### config.mk
export PLATFORM = sky130hd
export DESIGN_NAME = i2c_byte_transfer_manager
export DESIGN_NICKNAME = d
export VERILOG_FILES = /design/src/shared/i2c_xfer_pkg.sv /design/src/hdl/i2c_byte_transfer_manager.sv /design/src/hdl/i2c_delay_timer.sv
export SDC_FILE = /design/constraint.sdc
export NUM_CORES = 1
export LEC_CHECK = 0
export BUFFER_PORTS_ARGS = -buffer_cell sky130_fd_sc_hd__buf_2
export CORE_MARGIN = 5
export CORE_UTILIZATION = 30
export DETAILED_ROUTE_END_ITERATION = 8
export PLACE_DENSITY_LB_ADDON = 0.15
export SYNTH_ARGS = -nofsm -noshare
export SYNTH_HDL_FRONTEND = slang
export SYNTH_HIERARCHICAL = 1
export SYNTH_SLANG_ARGS = --single-unit
export TNS_END_PERCENT = 20
### constraint.sdc
create_clock -name mclk -period 2.1 [get_ports mclk]
set_clock_uncertainty 0.05 [all_clocks]
set_input_delay 0.21 -clock mclk [delete_from_list [all_inputs] [get_ports mclk]]
set_output_delay 0.21 -clock mclk [all_outputs]
set_load 0.005 [all_outputs]
### src/shared/i2c_xfer_pkg.sv
package i2c_xfer_pkg;
    // timing field layout inside the timing register word
    localparam int TIMING_WIDTH    = 12;
    localparam int SCALE_LSB       = 0;
    localparam int CLKDEL_LSB      = 4;
    localparam int DATDEL_LSB      = 8;
    localparam int FIELD_WIDTH     = 4;
    localparam logic [11:0] TIMING_RESET = 12'h000;
    // byte counter
    localparam int COUNT_WIDTH     = 8;
    localparam logic [7:0] COUNT_RESET = 8'h00;
    // bits in a byte and ack slot index (ninth pulse)
    localparam logic [3:0] BITS_PER_BYTE = 4'h8;
    localparam logic [7:0] TX_RESET = 8'h00;
endpackage

### src/hdl/i2c_byte_transfer_manager.sv
`timescale 1ns/1ns
// Operation
// RULE1: timing from prescaler, clock and data delays
// RULE2: loaded byte moves to shifter after ack
// RULE3: empty transmit register stretches clock low
// RULE4: master mode always uses byte counter
// RULE5: slave counter off until enable set
// RULE6: byte count taken from eight-bit field
// RULE7: software sets refill beyond 255 or ack
// RULE8: refill done sets flag, interrupt if enabled
// RULE9: clock held low while done flag set
// RULE10: non-zero count write clears done flag
// RULE11: software clears refill on final count
// RULE12: master counter drives nack, stop, restart
// RULE13: slave receiver counter controls acknowledge
// RULE14: counter places pec send and check
// RULE15: empty flag set on move, cleared on write
module i2c_byte_transfer_manager (
    // clock and reset
    input  wire logic       mclk,
    input  wire logic       rst_n,
    // timing register fields
    input  wire logic [3:0] timing_prescaler,
    input  wire logic [3:0] clock_line_delay,
    input  wire logic [3:0] data_line_delay,
    // second control register fields
    input  wire logic       master_mode,
    input  wire logic       slave_counter_enable,
    input  wire logic       refill_mode,
    input  wire logic       auto_end,
    input  wire logic       pec_enable,
    input  wire logic       count_done_irq_enable,
    input  wire logic [7:0] byte_count_field,
    input  wire logic       byte_count_write,
    // transmit data register write
    input  wire logic [7:0] tx_wdata,
    input  wire logic       tx_write,
    // bus events from the line engine
    input  wire logic       receiving,
    input  wire logic       scl_fall,
    input  wire logic       scl_rise,
    // pins
    input  wire logic       scl_in,
    output logic            scl_out,
    output logic            scl_oe,
    output logic            sda_out,
    output logic            sda_oe,
    // status and byte-close requests
    output logic            transmit_empty_flag,
    output logic            count_done_flag,
    output logic            count_done_irq,
    output logic            counter_active,
    output logic [7:0]      bytes_left,
    output logic            ack_value,
    output logic            nack_request,
    output logic            stop_request,
    output logic            restart_request,
    output logic            pec_slot
);
    ////////////////////////////////////////////////////////////////////////
    logic [7:0] transmit_data_register;
    logic [7:0] shift_register;
    logic [3:0] bit_pos;
    logic       byte_end;
    logic       stretch_tx;
    logic       hold_done;
    logic       sda_go;
    logic       setup_go;
    logic       sda_pend;

    // counter in use: always as master, in slave only when enabled
    assign counter_active = master_mode | slave_counter_enable; // RULE4 RULE5

    // ninth pulse (ack) has ended when falling edge follows bit index 8
    assign byte_end = scl_fall & (bit_pos == i2c_xfer_pkg::BITS_PER_BYTE);

    ////////////////////////////////////////////////////////////////////////
    // bit position within the 9-pulse byte frame
    always_ff @(posedge mclk or negedge rst_n) begin
        if (!rst_n) begin
            bit_pos <= 4'h0;
        end else if (scl_fall && !stretch_tx && !hold_done) begin
            if (bit_pos == i2c_xfer_pkg::BITS_PER_BYTE) begin
                bit_pos <= 4'h0;
            end else begin
                bit_pos <= bit_pos + 4'h1;
            end
        end
    end

    // transmit data register and empty flag; write wins over move
    // when both coincide on a full register
    always_ff @(posedge mclk or negedge rst_n) begin
        if (!rst_n) begin
            transmit_data_register <= i2c_xfer_pkg::TX_RESET;
            transmit_empty_flag    <= 1'b1;
        end else if (tx_write) begin
            transmit_data_register <= tx_wdata;
            transmit_empty_flag    <= 1'b0; // RULE15
        end else if (byte_end && !receiving && !transmit_empty_flag) begin
            transmit_empty_flag <= 1'b1; // RULE15
        end
    end

    // shifter load after ack pulse, then shift one bit per falling edge
    always_ff @(posedge mclk or negedge rst_n) begin
        if (!rst_n) begin
            shift_register <= i2c_xfer_pkg::TX_RESET;
        end else if (byte_end && !receiving && !transmit_empty_flag) begin
            shift_register <= transmit_data_register; // RULE2
        end else if (sda_go && bit_pos != 4'h0 &&
                     bit_pos < i2c_xfer_pkg::BITS_PER_BYTE) begin
            shift_register <= {shift_register[6:0], 1'b0}; // RULE2
        end
    end

    // stretch when empty at byte end, until software writes
    always_ff @(posedge mclk or negedge rst_n) begin
        if (!rst_n) begin
            stretch_tx <= 1'b0;
        end else if (tx_write) begin
            stretch_tx <= 1'b0; // RULE3
        end else if (byte_end && !receiving && transmit_empty_flag) begin
            stretch_tx <= 1'b1; // RULE3
        end
    end

    ////////////////////////////////////////////////////////////////////////
    // byte counter: load on field write, count down at each byte end while active, holding at zero
    always_ff @(posedge mclk or negedge rst_n) begin
        if (!rst_n) begin
            bytes_left <= i2c_xfer_pkg::COUNT_RESET;
        end else if (byte_count_write) begin
            bytes_left <= byte_count_field; // RULE6
        end else if (byte_end && counter_active && bytes_left != 8'h00) begin
            bytes_left <= bytes_left - 8'h01;
        end
    end

    // done flag in refill mode; set wins over clearing write
    always_ff @(posedge mclk or negedge rst_n) begin
        if (!rst_n) begin
            count_done_flag <= 1'b0;
        end else if (byte_end && counter_active && refill_mode &&
                     bytes_left == 8'h01) begin
            count_done_flag <= 1'b1; // RULE8
        end else if (byte_count_write && byte_count_field != 8'h00) begin
            count_done_flag <= 1'b0; // RULE10
        end
    end

    assign count_done_irq = count_done_flag & count_done_irq_enable; // RULE8
    assign hold_done      = count_done_flag; // RULE9

    // byte-close decisions at count one (nack) or once the count is spent (stop, restart), refill off
    assign nack_request    = master_mode & receiving & !refill_mode &
                             (bytes_left == 8'h01); // RULE12
    assign stop_request    = master_mode & !refill_mode & auto_end &
                             (bytes_left == 8'h00); // RULE12
    assign restart_request = master_mode & !refill_mode & !auto_end &
                             (bytes_left == 8'h00); // RULE12
    // slave ack: nack last byte unless refill lets software decide
    assign ack_value       = !(slave_counter_enable & !master_mode &
                               receiving & !refill_mode &
                               (bytes_left == 8'h01)); // RULE13
    assign pec_slot        = pec_enable & counter_active &
                             (bytes_left == 8'h01); // RULE14

    ////////////////////////////////////////////////////////////////////////
    // data-line delay after scl falls, clock-line delay for setup
    i2c_delay_timer u_data_delay (
        .mclk      (mclk),
        .rst_n     (rst_n),
        .prescaler (timing_prescaler),
        .delay     (data_line_delay),
        .start     (scl_fall),
        .done      (sda_go)
    ); // RULE1

    i2c_delay_timer u_setup_delay (
        .mclk      (mclk),
        .rst_n     (rst_n),
        .prescaler (timing_prescaler),
        .delay     (clock_line_delay),
        .start     (sda_go),
        .done      (setup_go)
    ); // RULE1

    // scl released only after setup elapsed since data change
    always_ff @(posedge mclk or negedge rst_n) begin
        if (!rst_n) begin
            sda_pend <= 1'b0;
        end else if (sda_go) begin
            sda_pend <= 1'b1; // RULE1
        end else if (setup_go || scl_rise) begin
            sda_pend <= 1'b0;
        end
    end

    // data pin driven low for zero bits and acks; released otherwise
    always_ff @(posedge mclk or negedge rst_n) begin
        if (!rst_n) begin
            sda_oe <= 1'b0;
        end else if (sda_go) begin
            if (bit_pos == i2c_xfer_pkg::BITS_PER_BYTE) begin
                sda_oe <= receiving & ack_value;
            end else begin
                sda_oe <= !receiving & !shift_register[7];
            end
        end
    end

    assign sda_out = 1'b0;
    assign scl_out = 1'b0;
    // clock stretched for empty data, count done, or pending setup
    assign scl_oe  = stretch_tx | hold_done |
                     (sda_pend & !scl_in); // RULE3 RULE9
endmodule

### src/hdl/i2c_delay_timer.sv
`timescale 1ns/1ns
module i2c_delay_timer (
    // clock and reset
    input  wire logic       mclk,
    input  wire logic       rst_n,
    // configuration
    input  wire logic [3:0] prescaler,
    input  wire logic [3:0] delay,
    // control
    input  wire logic       start,
    output logic            done
);
    logic [3:0] pre_cnt;
    logic [4:0] del_cnt;
    logic       busy;

    // prescaled countdown of (delay+1) ticks, done pulses one cycle
    always_ff @(posedge mclk or negedge rst_n) begin
        if (!rst_n) begin
            pre_cnt <= 4'h0;
            del_cnt <= 5'h00;
            busy    <= 1'b0;
            done    <= 1'b0;
        end else begin
            done <= 1'b0;
            if (start) begin
                pre_cnt <= prescaler;
                del_cnt <= {1'b0, delay};
                busy    <= 1'b1;
            end else if (busy) begin
                if (pre_cnt != 4'h0) begin
                    pre_cnt <= pre_cnt - 4'h1;
                end else if (del_cnt != 5'h00) begin
                    pre_cnt <= prescaler;
                    del_cnt <= del_cnt - 5'h01;
                end else begin
                    busy <= 1'b0;
                    done <= 1'b1;
                end
            end
        end
    end
endmodule

==> metrics.md, run 1 <==
| Metric | Value |
|---|---|
| Layout-stage area growth over the synthesis result | `24.4%` |
| Worst R2R Setup Slack | `0.09 ns` |
| Cell depth of the worst flop-to-flop path | `6` |
| Number of failing hold endpoints at the final stage | `0` |
| IO Pins | `63` |
| CP Class | `reg2out` |
| Cell breakdown of the critical path | `or4_4 -> nor4_4 -> and4_1 -> buf_2` |
| Number of warnings reported in the yosys synthesis log | `6` |
| Routed wire length | `7.14 mm` |
| Count of unresolved DRC violations after routing | `0` |
| Number of antenna violations at the first check in global routing | `0` |
| Most frequent cells in the layout | `sky130_fd_sc_hd__buf_2 (60), sky130_fd_sc_hd__dfrtp_1 (53), sky130_fd_sc_hd__nor2_1 (34)` |
| Relative slew margins | `0.640` |
| Met2 routing resource usage after global routing | `0.193` |
| Count of pins over their slew limit | `0` |
| Clk slew on worst S/H paths | `0.11 ns` |
| Final-stage net count | `438` |
| Class of the tightest hold or removal check | `in2reg` |
| Seq/Total Area, Yosys | `0.457` |
| All-layer global routing usage | `0.119` |
| Std-Cell Core Area | `9770 um2` |
| Largest net degree at the start of global routing | `56` |
| Commonest non-fill, non-tap cell in the layout | `sky130_fd_sc_hd__buf_2` |
| Highest clock rate | `477 MHz` |
| Via count of the routed design | `2557` |
| WL/cell | `13.7 um` |
| 1st-iter DRT viols | `88` |
| Vias in the first global route | `2460` |
| Final Util | `0.383` |
| Cell with the largest stage delay on the worst path | `sky130_fd_sc_hd__or4_4` |
| Maximum VDD drop | `301 uV` |
| TritonCTS Buffers | `5` |
| Cell leakage power | `1.74 nW` |
| Worst EP required | `1.84 ns` |
| GR met1 Demand/Resource | `0.161` |
| Met3 capacity usage during global routing | `0.0303` |
| DIE AREA | `12100 um2` |
| Fraction of synthesis flops using an asynchronous set or reset pin | `1.00` |
| Worst slack at placement | `0.0644 ns` |
| Cell area after placement | `3570 um2` |
| Startpoint of the worst register-to-register path | `bit_pos[0]` |
| Start point of the critical path | `bytes_left[4]` |
| Predominant post-synthesis flop cell | `sky130_fd_sc_hd__dfrtp_1` |
| Largest buffer count on any clock path | `2` |
| Max_cap viols | `0` |
| Number of distinct library cell variants in the gate-level netlist after synthesis | `50` |
| Detail-routed via count per cell | `4.91` |
| Maximum fanout encountered on the critical timing path | `5` |
| Layout fillers | `1008` |
| Post-route minimum period | `2.10 ns` |
| Worst R2R End | `bytes_left[3]` |
| Worst Min Path Start | `data_line_delay[0]` |
| Seq cells post-synth | `55` |
| Final RePlAce weighted congestion | `0.821` |
| Crit end category | `output port` |
| Die extent in y | `110 um` |
| Number of flops mapped to enable cells by yosys | `0` |
| Number of setup violations in the final report | `0` |
| Overall overflow remaining after global route | `0` |
| Peak-usage layer in the global routing report | `met2` |
| Pwr Density | `833 nW/um2` |
| Syn Area/Cell | `9.78 um2` |
| Global-route wire length before repair | `11.6 mm` |
| Final WS setup | `0.00249 ns` |
| TritonCTS sink count | `55` |
| RSZ-0062 raised after global routing | `yes` |
| Cell Rows | `36` |
| Starting Density | `0.308` |
| Arrival time reported for the critical path endpoint | `1.84 ns` |
| Final HPWL from detailed placement | `5.33 mm` |
| H-tree depth | `2` |
| Instance count after placement with tap cells included | `508` |
| Count of input and output buffers | `60` |
| Die X | `110 um` |
| Ratio of cells with drive above 1 in the final layout | `0.307` |
| Clock tree from TritonCTS | `done` |
| Detailed-router iteration count before antenna repair | `6` |
| Ant. Diodes | `0` |
| Clock root buffer | `sky130_fd_sc_hd__clkbuf_8` |
| Final instance area | `3750 um2` |
| Largest incremental delay on the critical path | `0.59 ns` |
| Area of the mapped netlist | `3010 um2` |
| Startpoint Class | `flop` |
| Slew of the pin with the lowest slew margin | `0.537 ns` |
| Post-layout instance count excluding filler cells | `521` |
| ANT nets after route | `0` |
| Worst min-delay path endpoint | `u_data_delay/del_cnt[0]` |
| Final period utilization | `0.999` |
| Cell count after synthesis | `308` |
| Clock network latency to the later pin of the worst-skew pair | `0.32 ns` |
| Number of cells traversed by the worst hold path | `3` |
| Fin Hold WS | `0.0538 ns` |
| Outcome | `finished clean` |
## timing repair
item                                   CTS  global route
buffers inserted                         0             3
pin swaps                                0             2
endpoints found under the hold margin   54             1
hold buffers                             1             1
setup endpoints to repair                4             6
gates resized for setup                  5             3
## worst max-delay path by stage
stage | slack [ns] | cells after the start | end
global route | -0.08 | 4 | nack_request
CTS | -0.03 | 5 | stop_request
detailed placement | 0.06 | 6 | bytes_left[3]
global placement | 0.13 | 6 | bytes_left[7]
floorplan | 0.05 | 7 | bytes_left[5]
finish | 0.002 | 4 | nack_request
## cells in the mapped netlist (4+ instances only)
| master | n | share of area |
|---|---|---|
| sky130_fd_sc_hd__dfrtp_1 | 54 | 0.45 |
| sky130_fd_sc_hd__nor2_1 | 34 | 0.042 |
| sky130_fd_sc_hd__inv_1 | 25 | 0.031 |
| sky130_fd_sc_hd__nand2_1 | 25 | 0.031 |
| sky130_fd_sc_hd__o21ai_0 | 17 | 0.028 |
| sky130_fd_sc_hd__mux2_2 | 14 | 0.052 |
| sky130_fd_sc_hd__ha_1 | 9 | 0.037 |
| sky130_fd_sc_hd__nand3_1 | 9 | 0.015 |
| sky130_fd_sc_hd__a21o_1 | 8 | 0.020 |
| sky130_fd_sc_hd__a31oi_1 | 8 | 0.017 |
| sky130_fd_sc_hd__a21oi_1 | 7 | 0.012 |
| sky130_fd_sc_hd__a22o_1 | 7 | 0.020 |
| sky130_fd_sc_hd__nor4_1 | 7 | 0.015 |
| sky130_fd_sc_hd__xnor2_1 | 7 | 0.020 |
| sky130_fd_sc_hd__clkbuf_1 | 5 | 0.0062 |
| sky130_fd_sc_hd__nor3_1 | 5 | 0.0083 |
| sky130_fd_sc_hd__a32o_1 | 4 | 0.013 |
| sky130_fd_sc_hd__and3_1 | 4 | 0.0083 |
| sky130_fd_sc_hd__nor3b_1 | 4 | 0.010 |
| sky130_fd_sc_hd__o31ai_1 | 4 | 0.010 |
| sky130_fd_sc_hd__or4_1 | 4 | 0.010 |
## layout make-up
cell class | instances | area (um2) | share of cell area
Tap cell | 133 | 166 | 0.0444
Clock buffer | 5 | 68.8 | 0.0184
Clock inverter | 3 | 27.5 | 0.00735
Multi-Input combinational cell | 219 | 1540 | 0.410
Timing Repair Buffer | 81 | 475 | 0.127
Inverter | 25 | 93.8 | 0.0251
Sequential cell | 55 | 1380 | 0.368
## registers in the layout, summed over array words and instances, names as in the netlist, 4 cells and up
signal	cells
bit_pos	4
bytes_left	8
shift_register	8
transmit_data_register	8
u_data_delay/del_cnt	5
u_data_delay/pre_cnt	4
u_setup_delay/del_cnt	5
u_setup_delay/pre_cnt	4
## logic make-up after synthesis
kind of cell               count (synthesis)  share of synthesized area
adders and majority gates                  9                     0.0374
AOI/OAI and AO/OA                         72                      0.173
and+or+nand+nor                          115                      0.211
xor gates and xnor gates                   7                     0.0204
muxes                                     14                     0.0523
other                                      1                    0.00125
buffers and inverters                     35                     0.0474
DFF                                       55                      0.457
## metrics by stage
step           setup TNS, ns  total power [W]
2_1_floorplan              0          0.00216
3_3_place_gp               0          0.00247
3_5_place_dp               0          0.00250
4_1_cts              -0.0665          0.00316
5_1_grt               -0.255          0.00338
6_report                   0          0.00312
## power breakdown
group          switching, W  internal (W)
clock              0.000388      0.000248
sequential         0.000215       0.00131
combinational      0.000463      0.000501
## worst max-delay path: cells and delay by family, from the launching register on
kind,cells,cell delay (ns)
DFF,1,0.41
and+or+nand+nor,3,1.00
buffers and inverters,1,0.11
## layer usage
| metal | vias up | wire (um) |
|---|---|---|
| met1 | 1208 | 3380 |
| met5 | - | 0 |
| met4 | 0 | 65 |
| met2 | 66 | 3140 |
| met3 | 6 | 561 |
| li1 | 1277 | - |
Note: power is estimated with default switching activity, not from simulation.
==> run 2, diff against run 1 <==
--- a/config.mk
+++ b/config.mk
@@ -5,10 +5,11 @@
 export SDC_FILE = /design/constraint.sdc
 export NUM_CORES = 1
 export LEC_CHECK = 0
-export BUFFER_PORTS_ARGS = -buffer_cell sky130_fd_sc_hd__buf_2
+export BUFFER_PORTS_ARGS = -buffer_cell sky130_fd_sc_hd__clkbuf_2
 export CORE_MARGIN = 5
 export CORE_UTILIZATION = 30
 export DETAILED_ROUTE_END_ITERATION = 8
+export HOLD_SLACK_MARGIN = 0.15
 export PLACE_DENSITY_LB_ADDON = 0.15
 export SYNTH_ARGS = -nofsm -noshare
 export SYNTH_HDL_FRONTEND = slang
==> metrics.md, run 2 (synthesized netlist as in run 1, its figures left out) <==
| Metric | Value |
|---|---|
| Clk network pwr share | `0.196 (-0.008)` |
| GR met1 Demand/Resource | `0.167 (+0.00639)` |
| Met2 routing resource usage after global routing | `0.201 (+0.00823)` |
| TritonCTS Buffers | `5 (unchanged)` |
| Ratio of cells with drive above 1 in the final layout | `0.282 (-0.0251)` |
| Routed wire length | `7.38 mm (+3.4%)` |
| Cell-internal power | `0.00211 W (+2.4%)` |
| WL/cell | `13.5 um (-1.2%)` |
| Global-route wire length before repair | `12.0 mm (+3.1%)` |
| Slew of the pin with the lowest slew margin | `0.538 ns (+0.000712 ns)` |
| Clk slew on worst S/H paths | `0.10 ns (about the same)` |
| Detail-routed via count per cell | `4.82 (-1.7%)` |
| Detailed-router iteration count before antenna repair | `4 (-2)` |
| Net switching power | `0.00102 W (-4.0%)` |
| Cell with the largest stage delay on the worst path | `sky130_fd_sc_hd__or4_4` |
| Final HPWL from detailed placement | `5.32 mm (-0.11%)` |
| Startpoint Class | `flop` |
| Std-Cell Core Area | `9770 um2 (unchanged)` |
| Number of failing hold endpoints at the final stage | `0 (unchanged)` |
| RSZ-0062 raised after global routing | `yes` |
| Pwr Density | `786 nW/um2 (-5.7%)` |
| Die X | `110 um (unchanged)` |
| Final instance area | `3980 um2 (+6.3%)` |
| Largest incremental delay on the critical path | `0.57 ns (-0.02 ns)` |
| Cell breakdown of the critical path | `or4_4 -> nor4_4 -> nand3_1 -> nor2_1 -> clkbuf_2` |
| Largest registers | `bytes_left x8, shift_register x8, transmit_data_register x8` |
| Number of setup violations in the final report | `0 (unchanged)` |
| Class of the tightest hold or removal check | `in2reg` |
| Clock root buffer | `sky130_fd_sc_hd__clkbuf_8` |
| ANT nets after route | `0 (unchanged)` |
| Largest buffer count on any clock path | `2 (unchanged)` |
| Final period utilization | `0.963 (-0.0362)` |
| Met3 capacity usage during global routing | `0.0239 (-0.00641)` |
| Maximum VDD drop | `408 uV (+36%)` |
| Highest clock rate | `495 MHz (+3.8%)` |
| Final RePlAce weighted congestion | `0.819 (-0.27%)` |
| Count of unresolved DRC violations after routing | `0 (unchanged)` |
| TritonCTS sink count | `55 (unchanged)` |
| Net switching share of the total power | `0.327 (-0.0144)` |
| Post-layout instance count excluding filler cells | `545 (+4.6%)` |
| Number of antenna violations at the first check in global routing | `0 (unchanged)` |
| Overall overflow remaining after global route | `0 (unchanged)` |
| Outcome | `finished clean` |
| Final-stage net count | `462 (+5.5%)` |
| Max_cap viols | `0 (unchanged)` |
| Crit end category | `output port` |
| Startpoint of the worst register-to-register path | `bytes_left[0]` |
| Via count of the routed design | `2629 (+2.8%)` |
| DIE AREA | `12100 um2 (unchanged)` |
| Relative slew margins | `0.639 (about the same)` |
| Start point of the critical path | `bytes_left[5]` |
| Clock network latency to the later pin of the worst-skew pair | `0.30 ns (-0.02 ns)` |
| Arrival time reported for the critical path endpoint | `1.76 ns (-0.08 ns)` |
| IO Pins | `63 (unchanged)` |
| Commonest non-fill, non-tap cell in the layout | `sky130_fd_sc_hd__clkbuf_2` |
| Count of pins over their slew limit | `0 (unchanged)` |
| H-tree depth | `2 (unchanged)` |
| Cell leakage power | `1.84 nW (+6.3%)` |
| 1st-iter DRT viols | `94 (+6.8%)` |
| Final sum of negative setup slack | `0 ns (unchanged)` |
| CP Class | `reg2out` |
| Vias in the first global route | `2553 (+3.8%)` |
| Layout-stage area growth over the synthesis result | `32.2%` |
| Worst Min Path Start | `tx_write` |
| Peak-usage layer in the global routing report | `met2` |
| Cell Rows | `36 (unchanged)` |
| Instance count after placement with tap cells included | `507 (-0.20%)` |
| Most frequent cells in the layout | `sky130_fd_sc_hd__clkbuf_2 (60), sky130_fd_sc_hd__dfrtp_1 (53), sky130_fd_sc_hd__nor2_1 (34)` |
| Sequential fraction of design power | `0.486 (about the same)` |
| All-layer global routing usage | `0.123 (+0.00340)` |
| Post-route minimum period | `2.02 ns (-0.0761 ns)` |
| Count of input and output buffers | `60 (unchanged)` |
| Final total power | `0.00313 W (+0.23%)` |
| Worst EP required | `1.84 ns (about the same)` |
| Ant. Diodes | `0 (unchanged)` |
| Fin Hold WS | `0.174 ns (+0.120 ns)` |
| Proportion of power drawn by combinational gates | `0.318 (+0.009)` |
| Die extent in y | `110 um (unchanged)` |
| Clock tree from TritonCTS | `done` |
| Maximum fanout encountered on the critical timing path | `2 (-3)` |
| Cell area after placement | `3560 um2 (-0.21%)` |
| Starting Density | `0.308 (unchanged)` |
| Largest net degree at the start of global routing | `56 (unchanged)` |
[run 2: changes by cell type in the layout (fill, tap and decap cells not counted)]
cell and delta:
sky130_fd_sc_hd__buf_2 -60, sky130_fd_sc_hd__buf_4 -1, sky130_fd_sc_hd__clkbuf_1 +1, sky130_fd_sc_hd__clkbuf_2 +60
sky130_fd_sc_hd__clkbuf_8 +1, sky130_fd_sc_hd__clkinv_4 +1, sky130_fd_sc_hd__clkinvlp_4 -1, sky130_fd_sc_hd__dlygate4sd3_1 +25
sky130_fd_sc_hd__inv_6 -1, sky130_fd_sc_hd__inv_8 -1, sky130_fd_sc_hd__nand3_1 +1, sky130_fd_sc_hd__nand3_2 -1
[run 2: metal layers]
metal	up-vias	share of wire
met5	-	0
met2	64	0.44
met3	7	0.061
met4	0	0.012
li1	1322	-
met1	1236	0.48
[run 2: worst paths after layout]
check	end	slack [ns]	depth (start not counted)
max	restart_request	0.08	5
min	transmit_empty_flag	0.17	2
max reg2reg	bytes_left[7]	0.11	5
min reg2reg	sda_pend	0.37	1
max in group asynchronous	transmit_empty_flag	1.32	3
min in group asynchronous	bytes_left[3]	0.39	3
[run 2: layout make-up]
type	count	area, um2
Clock inverter	1	8.76
Multi-Input combinational cell	219	1530
Sequential cell	55	1380
Inverter	25	93.8
Tap cell	133	166
Clock buffer	7	86.3
Timing Repair Buffer	105	718
Fill cell	990	5790
[run 2: per-stage QoR]
| step | utilization | setup slack [ns] |
|---|---|---|
| 6_report | 0.407 | 0.0785 |
| 2_1_floorplan | - | 0.0542 |
| 4_1_cts | 0.405 | -0.0830 |
| 5_1_grt | 0.407 | -0.0188 |
| 3_3_place_gp | 0.364 | 0.125 |
| 3_5_place_dp | 0.364 | 0.108 |
[run 2: power by group through the flow]
stage               clock (W)  sequential, W  combinational [W]
CTS                  0.000650        0.00152           0.000994
floorplan                   0        0.00150           0.000652
finish               0.000614        0.00152           0.000995
detailed placement          0        0.00154           0.000948
global placement            0        0.00154           0.000930
global route         0.000688        0.00156            0.00113
[run 2: critical path, delay by kind of cell (launching register included)]
kind / cells / cell delay [ns]
buffers and inverters: 1 / 0.12
and+or+nand+nor: 4 / 0.97
DFF: 1 / 0.38
[run 2: repair_timing]
item | 4_1_cts | 5_1_grt
endpoints found under the setup margin | 4 | 7
gates resized for setup | 5 | 2
hold buffers | 27 | 0
hold endpoints to repair | 82 | 0
setup buffers | 1 | 2
pin swaps | 3 | 3
==> run 3, diff against run 2 <==
--- a/config.mk
+++ b/config.mk
@@ -6,6 +6,7 @@
 export NUM_CORES = 1
 export LEC_CHECK = 0
 export BUFFER_PORTS_ARGS = -buffer_cell sky130_fd_sc_hd__clkbuf_2
+export CORE_ASPECT_RATIO = 2
 export CORE_MARGIN = 5
 export CORE_UTILIZATION = 30
 export DETAILED_ROUTE_END_ITERATION = 8
==> metrics.md, run 3 (synthesized netlist as in run 1, its figures left out) <==
| Metric | Value |
|---|---|
| Final Util | `0.414 (+0.00688)` |
| Worst Min Path Start | `byte_count_field[1]` |
| ANT nets after route | `0 (unchanged)` |
| Clk slew on worst S/H paths | `0.08 ns (-0.02 ns)` |
| Worst EP required | `1.84 ns (about the same)` |
| Worst R2R End | `bytes_left[7]` |
| Crit end category | `output port` |
| Post-route minimum period | `2.07 ns (+0.0516 ns)` |
| Pwr Density | `846 nW/um2 (+7.6%)` |
| Cell leakage power | `1.88 nW (+1.9%)` |
| Routed wire length | `8.20 mm (+11%)` |
| TritonCTS sink count | `55 (unchanged)` |
| Clock root buffer | `sky130_fd_sc_hd__clkbuf_16` |
| Count of unresolved DRC violations after routing | `0 (unchanged)` |
| Cell breakdown of the critical path | `or4_4 -> nor4_4 -> nand3_1 -> nor2_1 -> clkbuf_2` |
| Worst min-delay path endpoint | `bytes_left[1]` |
| Global-route wire length before repair | `13.4 mm (+12%)` |
| Class of the tightest hold or removal check | `in2reg` |
| Via count of the routed design | `2689 (+2.3%)` |
| Std-Cell Core Area | `9760 um2 (-0.12%)` |
| Overall overflow remaining after global route | `0 (unchanged)` |
| Outcome | `finished clean` |
| TritonCTS Buffers | `5 (unchanged)` |
| Starting Density | `0.308 (+0.000355)` |
| Ant. Diodes | `0 (unchanged)` |
| Final HPWL from detailed placement | `6.28 mm (+18%)` |
| Largest registers | `bytes_left x8, shift_register x8, transmit_data_register x8` |
| Number of failing hold endpoints at the final stage | `0 (unchanged)` |
| Detail-routed via count per cell | `4.93 (+2.3%)` |
| Startpoint of the worst register-to-register path | `bit_pos[1]` |
| Relative slew margins | `0.659 (+0.0195)` |
| Post-layout instance count excluding filler cells | `545 (unchanged)` |
| Largest net degree at the start of global routing | `56 (unchanged)` |
| Clock tree from TritonCTS | `done` |
| Number of antenna violations at the first check in global routing | `0 (unchanged)` |
| H-tree depth | `2 (unchanged)` |
| Count of pins over their slew limit | `0 (unchanged)` |
| Final period utilization | `0.987 (+0.0246)` |
| Final-stage net count | `463 (+0.22%)` |
| Instance count after placement with tap cells included | `510 (+0.59%)` |
| Most frequent cells in the layout | `sky130_fd_sc_hd__clkbuf_2 (58), sky130_fd_sc_hd__dfrtp_1 (53), sky130_fd_sc_hd__nor2_1 (34)` |
| Kind of cell with the highest combined delay on the critical path | `simple AND/OR/NAND/NOR gates` |
| Wire length on met1 | `2.93 mm (-18%)` |
| Cell with the largest stage delay on the worst path | `sky130_fd_sc_hd__or4_4` |
| IO Pins | `63 (unchanged)` |
| Detailed-router iteration count before antenna repair | `4 (unchanged)` |
| Startpoint Class | `flop` |
| Die X | `80.8 um (-27%)` |
| All-layer global routing usage | `0.142 (+0.0196)` |
| Critical path buffers and inverters | `1 (unchanged)` |
| Layout-stage area growth over the synthesis result | `34.3%` |
| Slew of the pin with the lowest slew margin | `0.509 ns (-0.0291 ns)` |
| Largest incremental delay on the critical path | `0.56 ns (about the same)` |
| Final sum of negative setup slack | `0 ns (unchanged)` |
| Count of input and output buffers | `60 (unchanged)` |
| WL/cell | `15.0 um (+11%)` |
| Commonest non-fill, non-tap cell in the layout | `sky130_fd_sc_hd__clkbuf_2` |
| Met2 wirelength from detailed routing | `4.72 mm (+45%)` |
| Worst R2R Setup Slack | `0.05 ns (-0.06 ns)` |
| Largest buffer count on any clock path | `2 (unchanged)` |
| Vias in the first global route | `2892 (+13%)` |
| Die extent in y | `152 um (+38%)` |
| RSZ-0062 raised after global routing | `yes` |
| Arrival time reported for the critical path endpoint | `1.81 ns (+0.05 ns)` |
| Top sig layer | `met4` |
| Maximum fanout encountered on the critical timing path | `2 (unchanged)` |
| Number of setup violations in the final report | `0 (unchanged)` |
| Cell depth of the worst flop-to-flop path | `6 (+1)` |
| Clock network latency to the later pin of the worst-skew pair | `0.30 ns (about the same)` |
| Max_cap viols | `0 (unchanged)` |
| Detail Route met3 WL | `328 um (-28%)` |
| DIE AREA | `12300 um2 (+1.0%)` |
| Maximum VDD drop | `473 uV (+16%)` |
| Final RePlAce weighted congestion | `0.819 (about the same)` |
| Ratio of cells with drive above 1 in the final layout | `0.288 (+0.00658)` |
| Cell Rows | `51 (+42%)` |
| 1st-iter DRT viols | `86 (-8.5%)` |
| CP Class | `reg2out` |
| Number of cells traversed by the worst hold path | `3 (+1)` |
| Highest clock rate | `482 MHz (-2.5%)` |
## run 3: cell types whose count changed in the layout (fill, tap and decap cells not counted), sizes merged
| cell | previous run | this run |
|---|---|---|
| inv | 25 | 28 |
| clkinv | 1 | 0 |
| dlygate4sd3 | 27 | 26 |
| clkbuf | 67 | 63 |
| buf | 18 | 22 |
## run 3: per-layer routing
layer	up-vias	track usage
met5	-	0
met4	0	0.0618
met3	12	0.0237
met2	55	0.278
met1	1297	0.141
li1	1325	-
## run 3: worst min-delay path: stages
cell and delay (ns):
sky130_fd_sc_hd__clkbuf_2 0.10, sky130_fd_sc_hd__nand2_1 0.05, sky130_fd_sc_hd__o311ai_0 0.09
## run 3: worst max-delay path by stage
| stage | from | end | slack [ns] | depth (start not counted) |
|---|---|---|---|---|
| global route | bytes_left[4] | stop_request | -0.06 | 5 |
| CTS | bytes_left[5] | stop_request | -0.04 | 5 |
| floorplan | bit_pos[0] | bytes_left[5] | 0.05 | 7 |
| finish | bytes_left[4] | restart_request | 0.03 | 5 |
| detailed placement | bit_pos[1] | bytes_left[7] | 0.05 | 6 |
| global placement | bytes_left[5] | restart_request | 0.12 | 5 |
## run 3: stage by stage
stage               hold slack (ns)  instance area [um2]  setup WS (ns)  power (W)
floorplan                    -0.136                 3020         0.0542    0.00216
global placement              0.195                 3590          0.116    0.00250
detailed placement            0.197                 3590         0.0453    0.00252
CTS                           0.160                 4020        -0.0402    0.00349
global route                  0.176                 4050        -0.0556    0.00369
finish                        0.152                 4050         0.0270    0.00342
## run 3: cell type report
class                      instances  area (um2)
tap                              132         165
clock inverter                     3        28.8
multi-input combinational        219        1530
fill                             979        5720
sequential                        55        1380
timing repair buffer             106         723
clock buffer                       5         125
inverter                          25        93.8
## run 3: repair_timing
action,CTS,global route
endpoints found under the hold margin,80,0
hold buffers,26,0
pin swaps,0,1
setup endpoints to repair,3,7
resized for setup,3,6
setup buffers,0,1
## run 3: report_power, final
part / total (W) / internal, W / switching, W
registers: 0.00154 / 0.00131 / 0.000232
clock network: 0.000890 / 0.000461 / 0.000429
logic: 0.000991 / 0.000520 / 0.000471
total: 0.00342 / 0.00229 / 0.00113
